===== config.mk =====
export PLATFORM = sky130hd
export DESIGN_NAME = crg_top
export DESIGN_NICKNAME = d
export VERILOG_FILES = /design/src/crg_pkg.sv /design/src/crg_reg_if.sv /design/src/crg_top.sv /design/src/crg_sync.sv /design/src/crg_axil.sv
export VERILOG_INCLUDE_DIRS = /design/src /design/src/src
export SDC_FILE = /design/constraint.sdc
export NUM_CORES = 1
export LEC_CHECK = 0
export BUFFER_PORTS_ARGS = -buffer_cell sky130_fd_sc_hd__buf_4
export CELL_PAD_IN_SITES_DETAIL_PLACEMENT = 0
export CELL_PAD_IN_SITES_GLOBAL_PLACEMENT = 1
export CORE_UTILIZATION = 46
export CTS_CLUSTER_SIZE = 40
export DETAILED_ROUTE_END_ITERATION = 10
export PLACE_DENSITY = 0.95
export SLEW_MARGIN = 5
export SYNTH_ARGS = -nofsm -noshare
export SYNTH_HDL_FRONTEND = slang
export SYNTH_SLANG_ARGS = --single-unit

===== constraint.sdc =====
create_clock -name i_clk_sys -period 4.2 [get_ports i_clk_sys]
set_input_delay 1.05 -clock i_clk_sys [delete_from_list [all_inputs] [get_ports i_clk_sys]]
set_output_delay 1.05 -clock i_clk_sys [all_outputs]
set_load 0.05 [all_outputs]

===== src/crg_regs.svh =====
// Contract
// - Synth clock equals two times osc clock times (multiplier+1) over (divider+1).
// - Reference divider divides osc clock frequency by its field plus one.
// - Synth clock never falls below the self-clock minimum frequency.
// - With synth clock selected, bus clock is synth clock divided by two.
// - Multiplier writes ignored while the synth source select bit is one.
// - Divider writes ignored while the synth source select bit is one.
// - Accepted multiplier or divider write reinitialises lock and track status.
// - Test flag register reads zero and ignores writes.
// - Self-clock entered only with both enables set and a loss of clock.
// - Self-clock mode holds until the clock quality check passes.
// - Full stop halts oscillator, all clocks, watchdog and periodic timer.
// - Pseudo stop keeps oscillator; watchdog and timer run only if enabled.
// - Wait mode gates system and core clocks per wait-disable bits; here the core clock always stops in wait, only SYSWAI gates the system clock.
// - Reset pin resets chip when low and is driven low on system reset.
// - System reset on power-on, low voltage, watchdog, clock loss, pin.
// - Lock detector requests an interrupt on entering and leaving lock.
// - Registers sit at base plus offset, multiplier 0x0 to watchdog arm 0xb.
// - Lock status follows tolerance, is cleared in self-clock, ignores writes.
`ifndef CRG_REGS_SVH
`define CRG_REGS_SVH
`define CRG_IDX_SYN 4'h0
`define CRG_IDX_REFDIV 4'h1
`define CRG_IDX_TFLG 4'h2
`define CRG_IDX_FLG 4'h3
`define CRG_IDX_INT 4'h4
`define CRG_IDX_CSEL 4'h5
`define CRG_IDX_PCTL 4'h6
`define CRG_IDX_PRATE 4'h7
`define CRG_IDX_WRATE 4'h8
`define CRG_IDX_FBYP 4'h9
`define CRG_IDX_TCTL 4'ha
`define CRG_IDX_ARM 4'hb
`define CRG_IDX_MODE 4'hc
`define CRG_IDX_NONE 4'hf
`define CRG_PIN_RELEASE 6'h03
`define CRG_PIN_LISTEN 6'h01
`define CRG_MASK_SYN 8'h3f
`define CRG_MASK_REFDIV 8'h0f
`define CRG_MASK_INT 8'h92
`define CRG_MASK_PCTL 8'hf7
`define CRG_MASK_PRATE 8'h7f
`define CRG_MASK_WRATE 8'hc7
`define CRG_RST_PCTL 8'hf1
`define CRG_BIT_PLL_SOURCE_SELECT 7
`define CRG_BIT_PSEUDO_STOP_SELECT 6
`define CRG_BIT_SYSWAI 5
`define CRG_BIT_RTIWAI 1
`define CRG_BIT_COPWAI 0
`define CRG_BIT_CME 7
`define CRG_BIT_PLLON 6
`define CRG_BIT_SELF_CLOCK_ENABLE 0
`define CRG_BIT_PRE 2
`define CRG_BIT_PCE 1
`define CRG_FLG_RTIF 7
`define CRG_FLG_PORF 6
`define CRG_FLG_LVRF 5
`define CRG_FLG_LOCKIF 4
`define CRG_FLG_SCMIF 1
`define CRG_FLG_W1C 8'hf2
`define CRG_ARM_KEY1 8'h55
`define CRG_ARM_KEY2 8'haa
`define CRG_RST_STRETCH 6'h3f
`define CRG_RESP_OKAY 2'b00
`define CRG_RESP_SLVERR 2'b10
`endif


===== src/crg_pkg.sv =====
package crg_pkg;
	typedef enum logic [1:0] {CRG_RUN, CRG_WAIT, CRG_STOP} crg_mode_t;
	typedef enum logic [1:0] {CRG_SCM_OFF, CRG_SCM_ON, CRG_SCM_CHECK} crg_scm_state_t;
endpackage


===== src/crg_reg_if.sv =====
`timescale 1ns/1ps
interface crg_reg_if;
	logic wr_en;
	logic rd_en;
	logic [3:0] wr_idx;
	logic [3:0] rd_idx;
	logic [7:0] wr_data;
	logic [7:0] rd_data;
	logic rd_ok;
	logic wr_ok;
	modport slave(output wr_en, rd_en, wr_idx, rd_idx, wr_data, input rd_data, rd_ok, wr_ok);
	modport core(input wr_en, rd_en, wr_idx, rd_idx, wr_data, output rd_data, rd_ok, wr_ok);
endinterface


===== src/crg_top.sv =====
// The implementer's own choice: register access over AXI4-Lite.
`timescale 1ns/1ps
`include "crg_regs.svh"
module crg_top #(
	parameter int WDOG_BASE = 16384,
	parameter int RTI_BASE = 1024,
	parameter int QC_CYCLES = 4096
) (
	// System
	input wire logic i_clk_sys,
	input wire logic i_sys_rst,
	// AXI4-Lite
	input wire logic i_awvalid,
	output logic o_awready,
	input wire logic [7:0] i_awaddr,
	input wire logic i_wvalid,
	output logic o_wready,
	input wire logic [31:0] i_wdata,
	input wire logic [3:0] i_wstrb,
	output logic o_bvalid,
	input wire logic i_bready,
	output logic [1:0] o_bresp,
	input wire logic i_arvalid,
	output logic o_arready,
	input wire logic [7:0] i_araddr,
	output logic o_rvalid,
	input wire logic i_rready,
	output logic [31:0] o_rdata,
	output logic [1:0] o_rresp,
	// Analog status and events
	input wire logic i_pll_in_tol,
	input wire logic i_pll_track,
	input wire logic i_osc_loss,
	input wire logic i_osc_quality_ok,
	input wire logic i_power_on,
	input wire logic i_low_volt,
	input wire logic i_wait_req,
	input wire logic i_stop_req,
	// Reset pin
	input wire logic i_reset_pin_n,
	output logic o_reset_pin_out,
	output logic o_reset_pin_oe,
	// Clock control
	output logic [7:0] o_loop_multiplier_field,
	output logic [7:0] o_ref_divide_field,
	output logic o_pll_on,
	output logic o_synth_min_freq,
	output logic o_pll_source_select,
	output logic o_bus_div2,
	output logic o_osc_enable,
	output logic o_sys_clk_en,
	output logic o_core_clk_en,
	output logic o_sys_reset,
	output logic o_lock_irq_req
);
	import crg_pkg::*;
	crg_reg_if rif();
	logic pin_n_s;
	logic loss_s;
	logic qual_s;
	crg_axil u_axil (
		.i_clk_sys(i_clk_sys), .i_sys_rst(i_sys_rst),
		.i_awvalid(i_awvalid), .o_awready(o_awready), .i_awaddr(i_awaddr),
		.i_wvalid(i_wvalid), .o_wready(o_wready), .i_wdata(i_wdata), .i_wstrb(i_wstrb),
		.o_bvalid(o_bvalid), .i_bready(i_bready), .o_bresp(o_bresp),
		.i_arvalid(i_arvalid), .o_arready(o_arready), .i_araddr(i_araddr),
		.o_rvalid(o_rvalid), .i_rready(i_rready), .o_rdata(o_rdata), .o_rresp(o_rresp),
		.rif(rif.slave)
	);
	crg_sync #(.INIT(1'b1)) u_sync_pin (.i_clk_sys(i_clk_sys), .i_sys_rst(i_sys_rst),
		.i_d(i_reset_pin_n), .o_q(pin_n_s));
	crg_sync u_sync_loss (.i_clk_sys(i_clk_sys), .i_sys_rst(i_sys_rst),
		.i_d(i_osc_loss), .o_q(loss_s));
	crg_sync u_sync_qual (.i_clk_sys(i_clk_sys), .i_sys_rst(i_sys_rst),
		.i_d(i_osc_quality_ok), .o_q(qual_s));

	// ==========================================================
	// State
	typedef struct packed {
		logic [7:0] syn; logic [7:0] refdiv; logic [7:0] flg_w1c; logic [7:0] ien;
		logic [7:0] csel; logic [7:0] pctl; logic [7:0] prate; logic [7:0] wrate;
		logic lock; logic track; logic lock_hold; crg_scm_state_t self_clock_status;
		logic [12:0] qc_cnt; logic [23:0] wd_cnt; logic [23:0] rt_cnt;
		logic armed; logic [5:0] rst_cnt; crg_mode_t mode;
	} crg_st_t;
	crg_st_t st;
	crg_st_t next_st;
	logic scm_on;
	logic wr_syn_ok;
	logic wr_ref_ok;
	logic wd_run;
	logic rt_run;
	logic wd_tmo;
	logic rst_src;
	logic [23:0] wd_lim;
	logic [23:0] rt_lim;
	logic lock_now;
	logic [7:0] flg_rd;

	// ==========================================================
	// Next state
	always_comb begin
		next_st = st;
		scm_on = (st.self_clock_status != CRG_SCM_OFF);
		wr_syn_ok = rif.wr_en && rif.wr_idx == `CRG_IDX_SYN && !st.csel[`CRG_BIT_PLL_SOURCE_SELECT];
		wr_ref_ok = rif.wr_en && rif.wr_idx == `CRG_IDX_REFDIV
			&& !st.csel[`CRG_BIT_PLL_SOURCE_SELECT];
		if (wr_syn_ok) begin
			next_st.syn = rif.wr_data & `CRG_MASK_SYN;
		end
		if (wr_ref_ok) begin
			next_st.refdiv = rif.wr_data & `CRG_MASK_REFDIV;
		end
		if (rif.wr_en && rif.wr_idx == `CRG_IDX_INT) begin
			next_st.ien = rif.wr_data & `CRG_MASK_INT;
		end
		if (rif.wr_en && rif.wr_idx == `CRG_IDX_CSEL) begin
			next_st.csel = rif.wr_data;
		end
		if (rif.wr_en && rif.wr_idx == `CRG_IDX_PCTL) begin
			next_st.pctl = rif.wr_data & `CRG_MASK_PCTL;
		end
		if (rif.wr_en && rif.wr_idx == `CRG_IDX_PRATE) begin
			next_st.prate = rif.wr_data & `CRG_MASK_PRATE;
		end
		if (rif.wr_en && rif.wr_idx == `CRG_IDX_WRATE) begin
			next_st.wrate = rif.wr_data & `CRG_MASK_WRATE;
		end
		if (rif.wr_en && rif.wr_idx == `CRG_IDX_MODE) begin
			next_st.mode = crg_mode_t'(rif.wr_data[1:0]);
		end
		if (i_stop_req) begin
			next_st.mode = CRG_STOP;
		end else if (i_wait_req) begin
			next_st.mode = CRG_WAIT;
		end
		// Lock and track follow the detector, reinit on accepted multiplier or divider write
		lock_now = i_pll_in_tol && !scm_on && st.pctl[`CRG_BIT_PLLON];
		if (wr_syn_ok || wr_ref_ok) begin
			next_st.lock = 1'b0;
			next_st.track = 1'b0;
			next_st.lock_hold = 1'b1;
		end else begin
			next_st.lock_hold = 1'b0;
			next_st.lock = lock_now && !st.lock_hold;
			next_st.track = i_pll_track && !scm_on && !st.lock_hold;
		end
		// Self-clock entry and quality check
		case (st.self_clock_status)
			CRG_SCM_OFF: begin
				if (st.pctl[`CRG_BIT_CME] && st.pctl[`CRG_BIT_SELF_CLOCK_ENABLE] && loss_s) begin
					next_st.self_clock_status = CRG_SCM_ON;
				end
			end
			CRG_SCM_ON: begin
				next_st.qc_cnt = '0;
				next_st.self_clock_status = CRG_SCM_CHECK;
			end
			CRG_SCM_CHECK: begin
				if (!qual_s) begin
					next_st.qc_cnt = '0;
				end else if (st.qc_cnt == 13'(QC_CYCLES - 1)) begin
					next_st.self_clock_status = CRG_SCM_OFF;
				end else begin
					next_st.qc_cnt = st.qc_cnt + 13'h0001;
				end
			end
			default: next_st.self_clock_status = CRG_SCM_OFF;
		endcase
		// Watchdog and periodic timer
		wd_run = (st.mode == CRG_RUN) || (st.mode == CRG_WAIT && !st.csel[`CRG_BIT_COPWAI])
			|| (st.mode == CRG_STOP && st.csel[`CRG_BIT_PSEUDO_STOP_SELECT] && st.pctl[`CRG_BIT_PCE]);
		rt_run = (st.mode == CRG_RUN) || (st.mode == CRG_WAIT && !st.csel[`CRG_BIT_RTIWAI])
			|| (st.mode == CRG_STOP && st.csel[`CRG_BIT_PSEUDO_STOP_SELECT] && st.pctl[`CRG_BIT_PRE]);
		wd_lim = 24'(WDOG_BASE) << st.wrate[2:0];
		rt_lim = 24'(RTI_BASE) << st.prate[6:4];
		wd_tmo = 1'b0;
		if (st.wrate[2:0] != 3'h0 && wd_run && st.rst_cnt == 6'h00) begin
			next_st.wd_cnt = st.wd_cnt + 24'h000001;
			if (st.wd_cnt >= wd_lim) begin
				wd_tmo = 1'b1;
			end
		end
		if (rif.wr_en && rif.wr_idx == `CRG_IDX_ARM) begin
			if (rif.wr_data == `CRG_ARM_KEY1) begin
				next_st.armed = 1'b1;
			end else if (rif.wr_data == `CRG_ARM_KEY2 && st.armed) begin
				next_st.armed = 1'b0;
				next_st.wd_cnt = '0;
			end else begin
				wd_tmo = 1'b1;
			end
		end
		// Sticky flags: write one clears, hardware set wins
		if (rif.wr_en && rif.wr_idx == `CRG_IDX_FLG) begin
			next_st.flg_w1c = next_st.flg_w1c & ~(rif.wr_data & `CRG_FLG_W1C);
		end
		if (st.prate[6:4] != 3'h0 && rt_run) begin
			if (st.rt_cnt >= rt_lim) begin
				next_st.rt_cnt = '0;
				next_st.flg_w1c[`CRG_FLG_RTIF] = 1'b1;
			end else begin
				next_st.rt_cnt = st.rt_cnt + 24'h000001;
			end
		end
		if (st.lock != next_st.lock) begin
			next_st.flg_w1c[`CRG_FLG_LOCKIF] = 1'b1;
		end
		if ((st.self_clock_status == CRG_SCM_OFF) != (next_st.self_clock_status == CRG_SCM_OFF)) begin
			next_st.flg_w1c[`CRG_FLG_SCMIF] = 1'b1;
		end
		if (i_power_on) begin
			next_st.flg_w1c[`CRG_FLG_PORF] = 1'b1;
		end
		if (i_low_volt) begin
			next_st.flg_w1c[`CRG_FLG_LVRF] = 1'b1;
		end
		// System reset stretch
		// Own pin drive is ignored until the released pin has crossed the synchroniser
		rst_src = i_power_on || i_low_volt || wd_tmo
			|| (!pin_n_s && st.rst_cnt <= `CRG_PIN_LISTEN)
			|| (loss_s && st.pctl[`CRG_BIT_CME] && !st.pctl[`CRG_BIT_SELF_CLOCK_ENABLE]);
		if (rst_src) begin
			next_st.rst_cnt = `CRG_RST_STRETCH;
			next_st.wd_cnt = '0;
			next_st.armed = 1'b0;
		end else if (st.rst_cnt != 6'h00) begin
			next_st.rst_cnt = st.rst_cnt - 6'h01;
		end
	end

	// ==========================================================
	// Registers
	always_ff @(posedge i_clk_sys) begin
		if (i_sys_rst) begin
			st <= '0;
			st.pctl <= `CRG_RST_PCTL;
		end else begin
			st <= next_st;
		end
	end

	// ==========================================================
	// Read mux
	always_comb begin
		flg_rd = st.flg_w1c | {4'h0, st.lock, st.track, 1'b0, st.self_clock_status != CRG_SCM_OFF};
		rif.rd_ok = 1'b1;
		rif.wr_ok = (rif.wr_idx <= `CRG_IDX_MODE);
		if (rif.rd_idx == `CRG_IDX_SYN) begin
			rif.rd_data = st.syn;
		end else if (rif.rd_idx == `CRG_IDX_REFDIV) begin
			rif.rd_data = st.refdiv;
		end else if (rif.rd_idx == `CRG_IDX_FLG) begin
			rif.rd_data = flg_rd;
		end else if (rif.rd_idx == `CRG_IDX_INT) begin
			rif.rd_data = st.ien;
		end else if (rif.rd_idx == `CRG_IDX_CSEL) begin
			rif.rd_data = st.csel;
		end else if (rif.rd_idx == `CRG_IDX_PCTL) begin
			rif.rd_data = st.pctl;
		end else if (rif.rd_idx == `CRG_IDX_PRATE) begin
			rif.rd_data = st.prate;
		end else if (rif.rd_idx == `CRG_IDX_WRATE) begin
			rif.rd_data = st.wrate;
		end else if (rif.rd_idx == `CRG_IDX_MODE) begin
			rif.rd_data = {6'h00, st.mode};
		end else if (rif.rd_idx <= `CRG_IDX_ARM) begin
			rif.rd_data = 8'h00;
		end else begin
			rif.rd_data = 8'h00;
			rif.rd_ok = 1'b0;
		end
	end

	// ==========================================================
	// Outputs
	assign o_loop_multiplier_field = st.syn;
	assign o_ref_divide_field = st.refdiv;
	assign o_pll_on = st.pctl[`CRG_BIT_PLLON] || scm_on;
	assign o_synth_min_freq = scm_on;
	assign o_pll_source_select = st.csel[`CRG_BIT_PLL_SOURCE_SELECT] || scm_on;
	assign o_bus_div2 = o_pll_source_select;
	assign o_osc_enable = !(st.mode == CRG_STOP && !st.csel[`CRG_BIT_PSEUDO_STOP_SELECT]);
	assign o_sys_clk_en = (st.mode == CRG_RUN)
		|| (st.mode == CRG_WAIT && !st.csel[`CRG_BIT_SYSWAI]);
	assign o_core_clk_en = (st.mode == CRG_RUN);
	assign o_sys_reset = st.rst_cnt != 6'h00;
	assign o_reset_pin_out = 1'b0;
	assign o_reset_pin_oe = st.rst_cnt > `CRG_PIN_RELEASE;
	assign o_lock_irq_req = st.flg_w1c[`CRG_FLG_LOCKIF] && st.ien[`CRG_FLG_LOCKIF];

	// ==========================================================
	// Checks
	AST_WR_BLOCK: assert property (@(posedge i_clk_sys) disable iff (i_sys_rst)
		(rif.wr_en && rif.wr_idx == `CRG_IDX_SYN && st.csel[`CRG_BIT_PLL_SOURCE_SELECT])
		|=> $stable(st.syn)) else $error("multiplier changed while locked out");
	AST_REF_BLOCK: assert property (@(posedge i_clk_sys) disable iff (i_sys_rst)
		(rif.wr_en && rif.wr_idx == `CRG_IDX_REFDIV && st.csel[`CRG_BIT_PLL_SOURCE_SELECT])
		|=> $stable(st.refdiv)) else $error("divider changed while locked out");
	AST_LOCK_INIT: assert property (@(posedge i_clk_sys) disable iff (i_sys_rst)
		(wr_syn_ok || wr_ref_ok) |=> !st.lock && !st.track ##1 !st.lock)
		else $error("lock not reinitialised");
	AST_TFLG_ZERO: assert property (@(posedge i_clk_sys) disable iff (i_sys_rst)
		(rif.rd_en && rif.rd_idx == `CRG_IDX_TFLG) |=> o_rdata == 32'h00000000)
		else $error("test flags not zero");
	AST_SCM_ENTRY: assert property (@(posedge i_clk_sys) disable iff (i_sys_rst)
		$rose(scm_on) |-> $past(st.pctl[`CRG_BIT_CME] && st.pctl[`CRG_BIT_SELF_CLOCK_ENABLE] && loss_s))
		else $error("self-clock without cause");
	AST_SCM_HOLD: assert property (@(posedge i_clk_sys) disable iff (i_sys_rst)
		$fell(scm_on) |-> $past(qual_s)) else $error("self-clock left without quality");
	AST_STOP_OSC: assert property (@(posedge i_clk_sys) disable iff (i_sys_rst)
		(st.mode == CRG_STOP && !st.csel[`CRG_BIT_PSEUDO_STOP_SELECT]) |-> !o_osc_enable && !o_sys_clk_en)
		else $error("full stop left clocks running");
	AST_PIN_RST: assert property (@(posedge i_clk_sys) disable iff (i_sys_rst)
		!pin_n_s |=> o_sys_reset) else $error("pin reset not seen");
	AST_PIN_DRIVE: assert property (@(posedge i_clk_sys) disable iff (i_sys_rst)
		$rose(o_sys_reset) |-> o_reset_pin_oe && !o_reset_pin_out)
		else $error("pin not driven on system reset");
	AST_LOCK_IRQ: assert property (@(posedge i_clk_sys) disable iff (i_sys_rst)
		(st.lock != $past(st.lock)) |-> st.flg_w1c[`CRG_FLG_LOCKIF])
		else $error("lock change not flagged");
	AST_LOCK_SCM: assert property (@(posedge i_clk_sys) disable iff (i_sys_rst)
		scm_on |=> !st.lock) else $error("lock set in self-clock");
endmodule // crg_top


===== src/crg_sync.sv =====
`timescale 1ns/1ps
module crg_sync #(
	parameter logic INIT = 1'b0
) (
	input wire logic i_clk_sys,
	input wire logic i_sys_rst,
	input wire logic i_d,
	output logic o_q
);
	import crg_pkg::*;
	typedef struct packed {logic s1; logic s2;} crg_sync_st_t;
	crg_sync_st_t st;
	crg_sync_st_t next_st;
	always_comb begin
		next_st.s1 = i_d;
		next_st.s2 = st.s1;
	end
	always_ff @(posedge i_clk_sys) begin
		if (i_sys_rst) begin
			st <= {INIT, INIT};
		end else begin
			st <= next_st;
		end
	end
	assign o_q = st.s2;
endmodule // crg_sync


===== src/crg_axil.sv =====
`timescale 1ns/1ps
`include "crg_regs.svh"
module crg_axil (
	// System
	input wire logic i_clk_sys,
	input wire logic i_sys_rst,
	// AXI4-Lite
	input wire logic i_awvalid,
	output logic o_awready,
	input wire logic [7:0] i_awaddr,
	input wire logic i_wvalid,
	output logic o_wready,
	input wire logic [31:0] i_wdata,
	input wire logic [3:0] i_wstrb,
	output logic o_bvalid,
	input wire logic i_bready,
	output logic [1:0] o_bresp,
	input wire logic i_arvalid,
	output logic o_arready,
	input wire logic [7:0] i_araddr,
	output logic o_rvalid,
	input wire logic i_rready,
	output logic [31:0] o_rdata,
	output logic [1:0] o_rresp,
	// Core side
	crg_reg_if.slave rif
);
	import crg_pkg::*;
	typedef struct packed {
		logic aw_h; logic [3:0] aw_i; logic w_h; logic [7:0] w_d; logic w_s;
		logic bv; logic [1:0] br; logic rv; logic [31:0] rd; logic [1:0] rr;
	} crg_axil_st_t;
	crg_axil_st_t st;
	crg_axil_st_t next_st;
	logic do_wr;
	always_comb begin
		next_st = st;
		if (i_awvalid && o_awready) begin
			next_st.aw_h = 1'b1;
			next_st.aw_i = (i_awaddr[7:6] != 2'h0) ? `CRG_IDX_NONE : i_awaddr[5:2];
		end
		if (i_wvalid && o_wready) begin
			next_st.w_h = 1'b1;
			next_st.w_d = i_wdata[7:0];
			next_st.w_s = i_wstrb[0];
		end
		do_wr = st.aw_h && st.w_h && !st.bv;
		if (do_wr) begin
			next_st.aw_h = 1'b0;
			next_st.w_h = 1'b0;
			next_st.bv = 1'b1;
			next_st.br = rif.wr_ok ? `CRG_RESP_OKAY : `CRG_RESP_SLVERR;
		end
		if (st.bv && i_bready) begin
			next_st.bv = 1'b0;
		end
		if (i_arvalid && o_arready) begin
			next_st.rv = 1'b1;
			next_st.rd = {24'h000000, rif.rd_data};
			next_st.rr = rif.rd_ok ? `CRG_RESP_OKAY : `CRG_RESP_SLVERR;
		end else if (st.rv && i_rready) begin
			next_st.rv = 1'b0;
		end
	end
	always_ff @(posedge i_clk_sys) begin
		if (i_sys_rst) begin
			st <= '0;
		end else begin
			st <= next_st;
		end
	end
	assign o_awready = !st.aw_h;
	assign o_wready = !st.w_h;
	assign o_arready = !st.rv;
	assign o_bvalid = st.bv;
	assign o_bresp = st.br;
	assign o_rvalid = st.rv;
	assign o_rdata = st.rd;
	assign o_rresp = st.rr;
	assign rif.wr_en = do_wr && st.w_s;
	assign rif.wr_idx = st.aw_i;
	assign rif.wr_data = st.w_d;
	assign rif.rd_en = i_arvalid && o_arready;
	assign rif.rd_idx = (i_araddr[7:6] != 2'h0) ? `CRG_IDX_NONE : i_araddr[5:2];
endmodule // crg_axil


==> metrics.md <==
| Metric | Value |
|---|---|
| # diodes | 0 |
| Final net count | 1049 |
| Synth area leader | dfxtp_1 |
| Async S/R FF share, synth | 0% |
| Layout cell share with drive strength beyond 1 | 14.9% |
| Setup clock skew after layout | 0.00864 ns |
| Number of distinct library cell variants in the gate-level netlist after synthesis | 68 |
| Yosys synthesis warning count | 0 |
| Cell Pwr Density | 398 nW/um2 |
| Status | completed |
| Count of final setup violators | 0 |
| Row count | 47 |
| Number of synthesized register bits | 153 |
| Critical Path AT | 1.90 ns |
| Core area | 16800 um2 |
| Clock period minus final worst setup slack | 2.95 ns |
| Clock sink count | 153 |
| Worst slew margin relative to its limit | 20.2% |
| Die span in y | 134 um |
| Antenna violations before repair | 0 |
| Clock tree from TritonCTS | built |
| Placer's final routability congestion estimate | 0.831 |
| Final global-route overflow total | 0 |
| Post-DRT Antenna Nets | 0 |
| Top fanout value on the critical path | 18 |
| Insertion delay of the later-clocked pin in the worst-skew pair | 0.43 ns |
| Final total power | 3610 uW |
| Main synth FF type | dfxtp_1 |
| Routed WL per cell | 15.7 um |
| Number of hold-repair buffers added at the cts stage | 0 |
| Unrepaired setup endpoints after global routing | no |
| Number of cells produced by synthesis | 929 |
| Cell with the most instances after synthesis | dfxtp_1 |
| Detailed Routing Iterations Pass 1 | 7 |
| Initial cell density of the core | 47.7% |
| Starting DRT DRC Count | 534 |
| First-pass GRT wire length | 30.8 mm |
| Number of hold violations in the final report | 0 |
| Crit path kind | reg -> out |
| Post-cts sizing count | 0 |
| Vias | 6609 |
| Routed via count divided by cell count | 5.57 |
| Number of buffers added on ports | 71 |
| Pin count of the biggest net entering global routing | 72 |
| Worst Hold Margin | 0.435 ns |
| Share of the cycle needed by the critical path after routing | 70.1% |
| Total clock buffers created by CTS | 17 |
| Number of primary I/O pins | 136 |
| Portion of synthesized cell area occupied by the leading cell type | 38.2% |
| Setup Buffers After CTS | 0 |
| Cell chosen for the clock root | clkbuf_16 |
| Class of the tightest hold or removal check | reg -> reg |
| Actual transition at the worst max-transition pin | 1.19 ns |
| Die Width | 134 um |
| Number of synthesized flops with an enable pin | 0 |
| Setup TNS after final layout | 0 ns |
| Clock transition at the registers of the reported paths | 0.06 ns |
| Area growth syn-to-layout | 13.1% |
| Maximum resistive drop on vdd | 294 uV |
| Deepest level of the CTS H-tree | 4 |
| GRT Resource Usage Total | 21.6% |
| Cell leakage power | 0.00345 uW |
| Top cell types by occurrence after synthesis | dfxtp_1 (153), nor2_1 (111), nand2_1 (71) |
| Remaining routing DRC violations | 0 |
| Count of pins over their slew limit | 0 |
| Per-instance average area after synthesis | 8.64 um2 |
| Achievable Freq | 339 MHz |
| Via count of the first global-routing pass | 6166 |
| Detailed placement HPWL | 12.7 mm |
| Crit start category | flip-flop |
| Worst Setup End Kind | output pin |
| Routed wire length | 18.6 mm |
| Share of synthesized area occupied by flip-flops and latches | 38.2% |
| Required time reported for the critical path endpoint | 3.15 ns |
| Number of buffers between clock root and the deepest sink | 2 |
| Reg2Reg Setup Slack | 1.56 ns |
| Largest cells by area after synthesis | dfxtp_1 (38%), nor2_1 (5.2%), buf_4 (5.1%) |
| Maximum capacitance violations | 0 |
| Total die area | 18000 um2 |
| Cell area after synthesis | 8030 um2 |
flip-flops by register name, indices dropped and copies added (netlist names):
register and cells:
u_sync_loss.o_q 1, u_axil.o_rresp 1, o_ref_divide_field 4, st 110, u_sync_pin.o_q 1, u_axil.o_rvalid 1
u_axil.rif.wr_idx 4, o_loop_multiplier_field 6, u_sync_pin.next_st 1, u_sync_qual.next_st 1, u_sync_qual.o_q 1, u_axil.st 3
u_axil.rif.wr_data 8, u_sync_loss.next_st 1, u_axil.o_rdata 8, u_axil.o_bresp 1, u_axil.o_bvalid 1
kinds of logic (layout without fill, tap and decap cells):
logic type	count (synthesis)	in the layout	share of synthesized area (%)
AND/OR/NAND/NOR	402	402	26.7
flip-flops	153	153	38.2
buffers and inverters	126	132	8.56
AO/OA/AOI/OAI	119	119	10.1
XOR/XNOR	54	54	5.89
multiplexers	47	47	6.30
adder cells (fa/ha/maj)	27	27	4.21
other	1	33	0.0467
report_power, final:
part	switching, uW	internal, uW
clock	605	1130
sequential	44.6	1490
combinational	244	103
total	894	2720
final timing paths:
path                               from             end  cells past startpoint
setup / recovery                  st[2]     o_sys_reset                      6
hold / removal    u_sync_pin.next_st[0]  u_sync_pin.o_q                      1
setup reg to reg                 st[87]           st[9]                      8
hold reg to reg   u_sync_pin.next_st[0]  u_sync_pin.o_q                      1
placed cells by master, fill, tap and decap left out, drive strengths merged, types with 4 or more instances in the layout:
cell type / Yosys / routed
a211o: 6 / 6
a211oi: 9 / 9
a21o: 4 / 4
a21oi: 34 / 34
a22oi: 5 / 5
a31oi: 11 / 11
and2: 7 / 7
and3: 15 / 15
and4: 11 / 11
buf: 63 / 78
bufinv: 0 / 6
clkbuf: 41 / 20
clkinv: 0 / 4
conb: 1 / 33
dfxtp: 153 / 153
ha: 27 / 27
inv: 22 / 23
mux2: 8 / 8
mux2i: 37 / 37
nand2: 71 / 71
nand2b: 9 / 9
nand3: 34 / 34
nand3b: 7 / 7
nand4: 18 / 18
nor2: 111 / 111
nor2b: 15 / 15
nor3: 46 / 46
nor3b: 5 / 5
nor4: 20 / 20
o211ai: 6 / 6
o21ai: 12 / 12
o22ai: 4 / 4
or2: 4 / 4
or3: 12 / 12
or4: 4 / 4
xnor2: 33 / 33
xor2: 21 / 21
layer usage:
metal | track usage, % | routed length, um | vias up | share of wire, %
li1 | - | - | 3252 | -
met1 | 29.1 | 8810 | 3152 | 47
met2 | 34.1 | 8610 | 178 | 46
met3 | 4.31 | 924 | 27 | 5.0
met4 | 7.68 | 265 | 0 | 1.4
met5 | 0 | 0 | - | 0
metrics by stage:
stage	area (um2)	setup WS (ns)	cells	utilization [%]
after floorplan	8150	1.51	961	-
after global placement	8410	1.45	1155	50.0
after detailed placement	8410	1.42	1155	50.0
after CTS	9080	1.23	1187	54.0
after global routing	9080	1.10	1187	54.0
final	9080	1.25	1187	54.0
final cells by class:
cell class                 count  area [um2]
inverter                      22        82.6
multi-input combinational    682        4400
fill                        1570        7740
tap                          220         275
clock buffer                  20         447
timing repair buffer          78         586
sequential                   153        3060
clock inverter                12         220
worst max-delay path, stage by stage, from the launching register on:
cell	delay [ns]
dfxtp_1	0.34
inv_1	0.07
ha_1	0.21
nor3b_1	0.33
nand2_1	0.09
buf_4	0.20
buf_4	0.21
No activity file was read; power rests on OpenSTA's default activity.
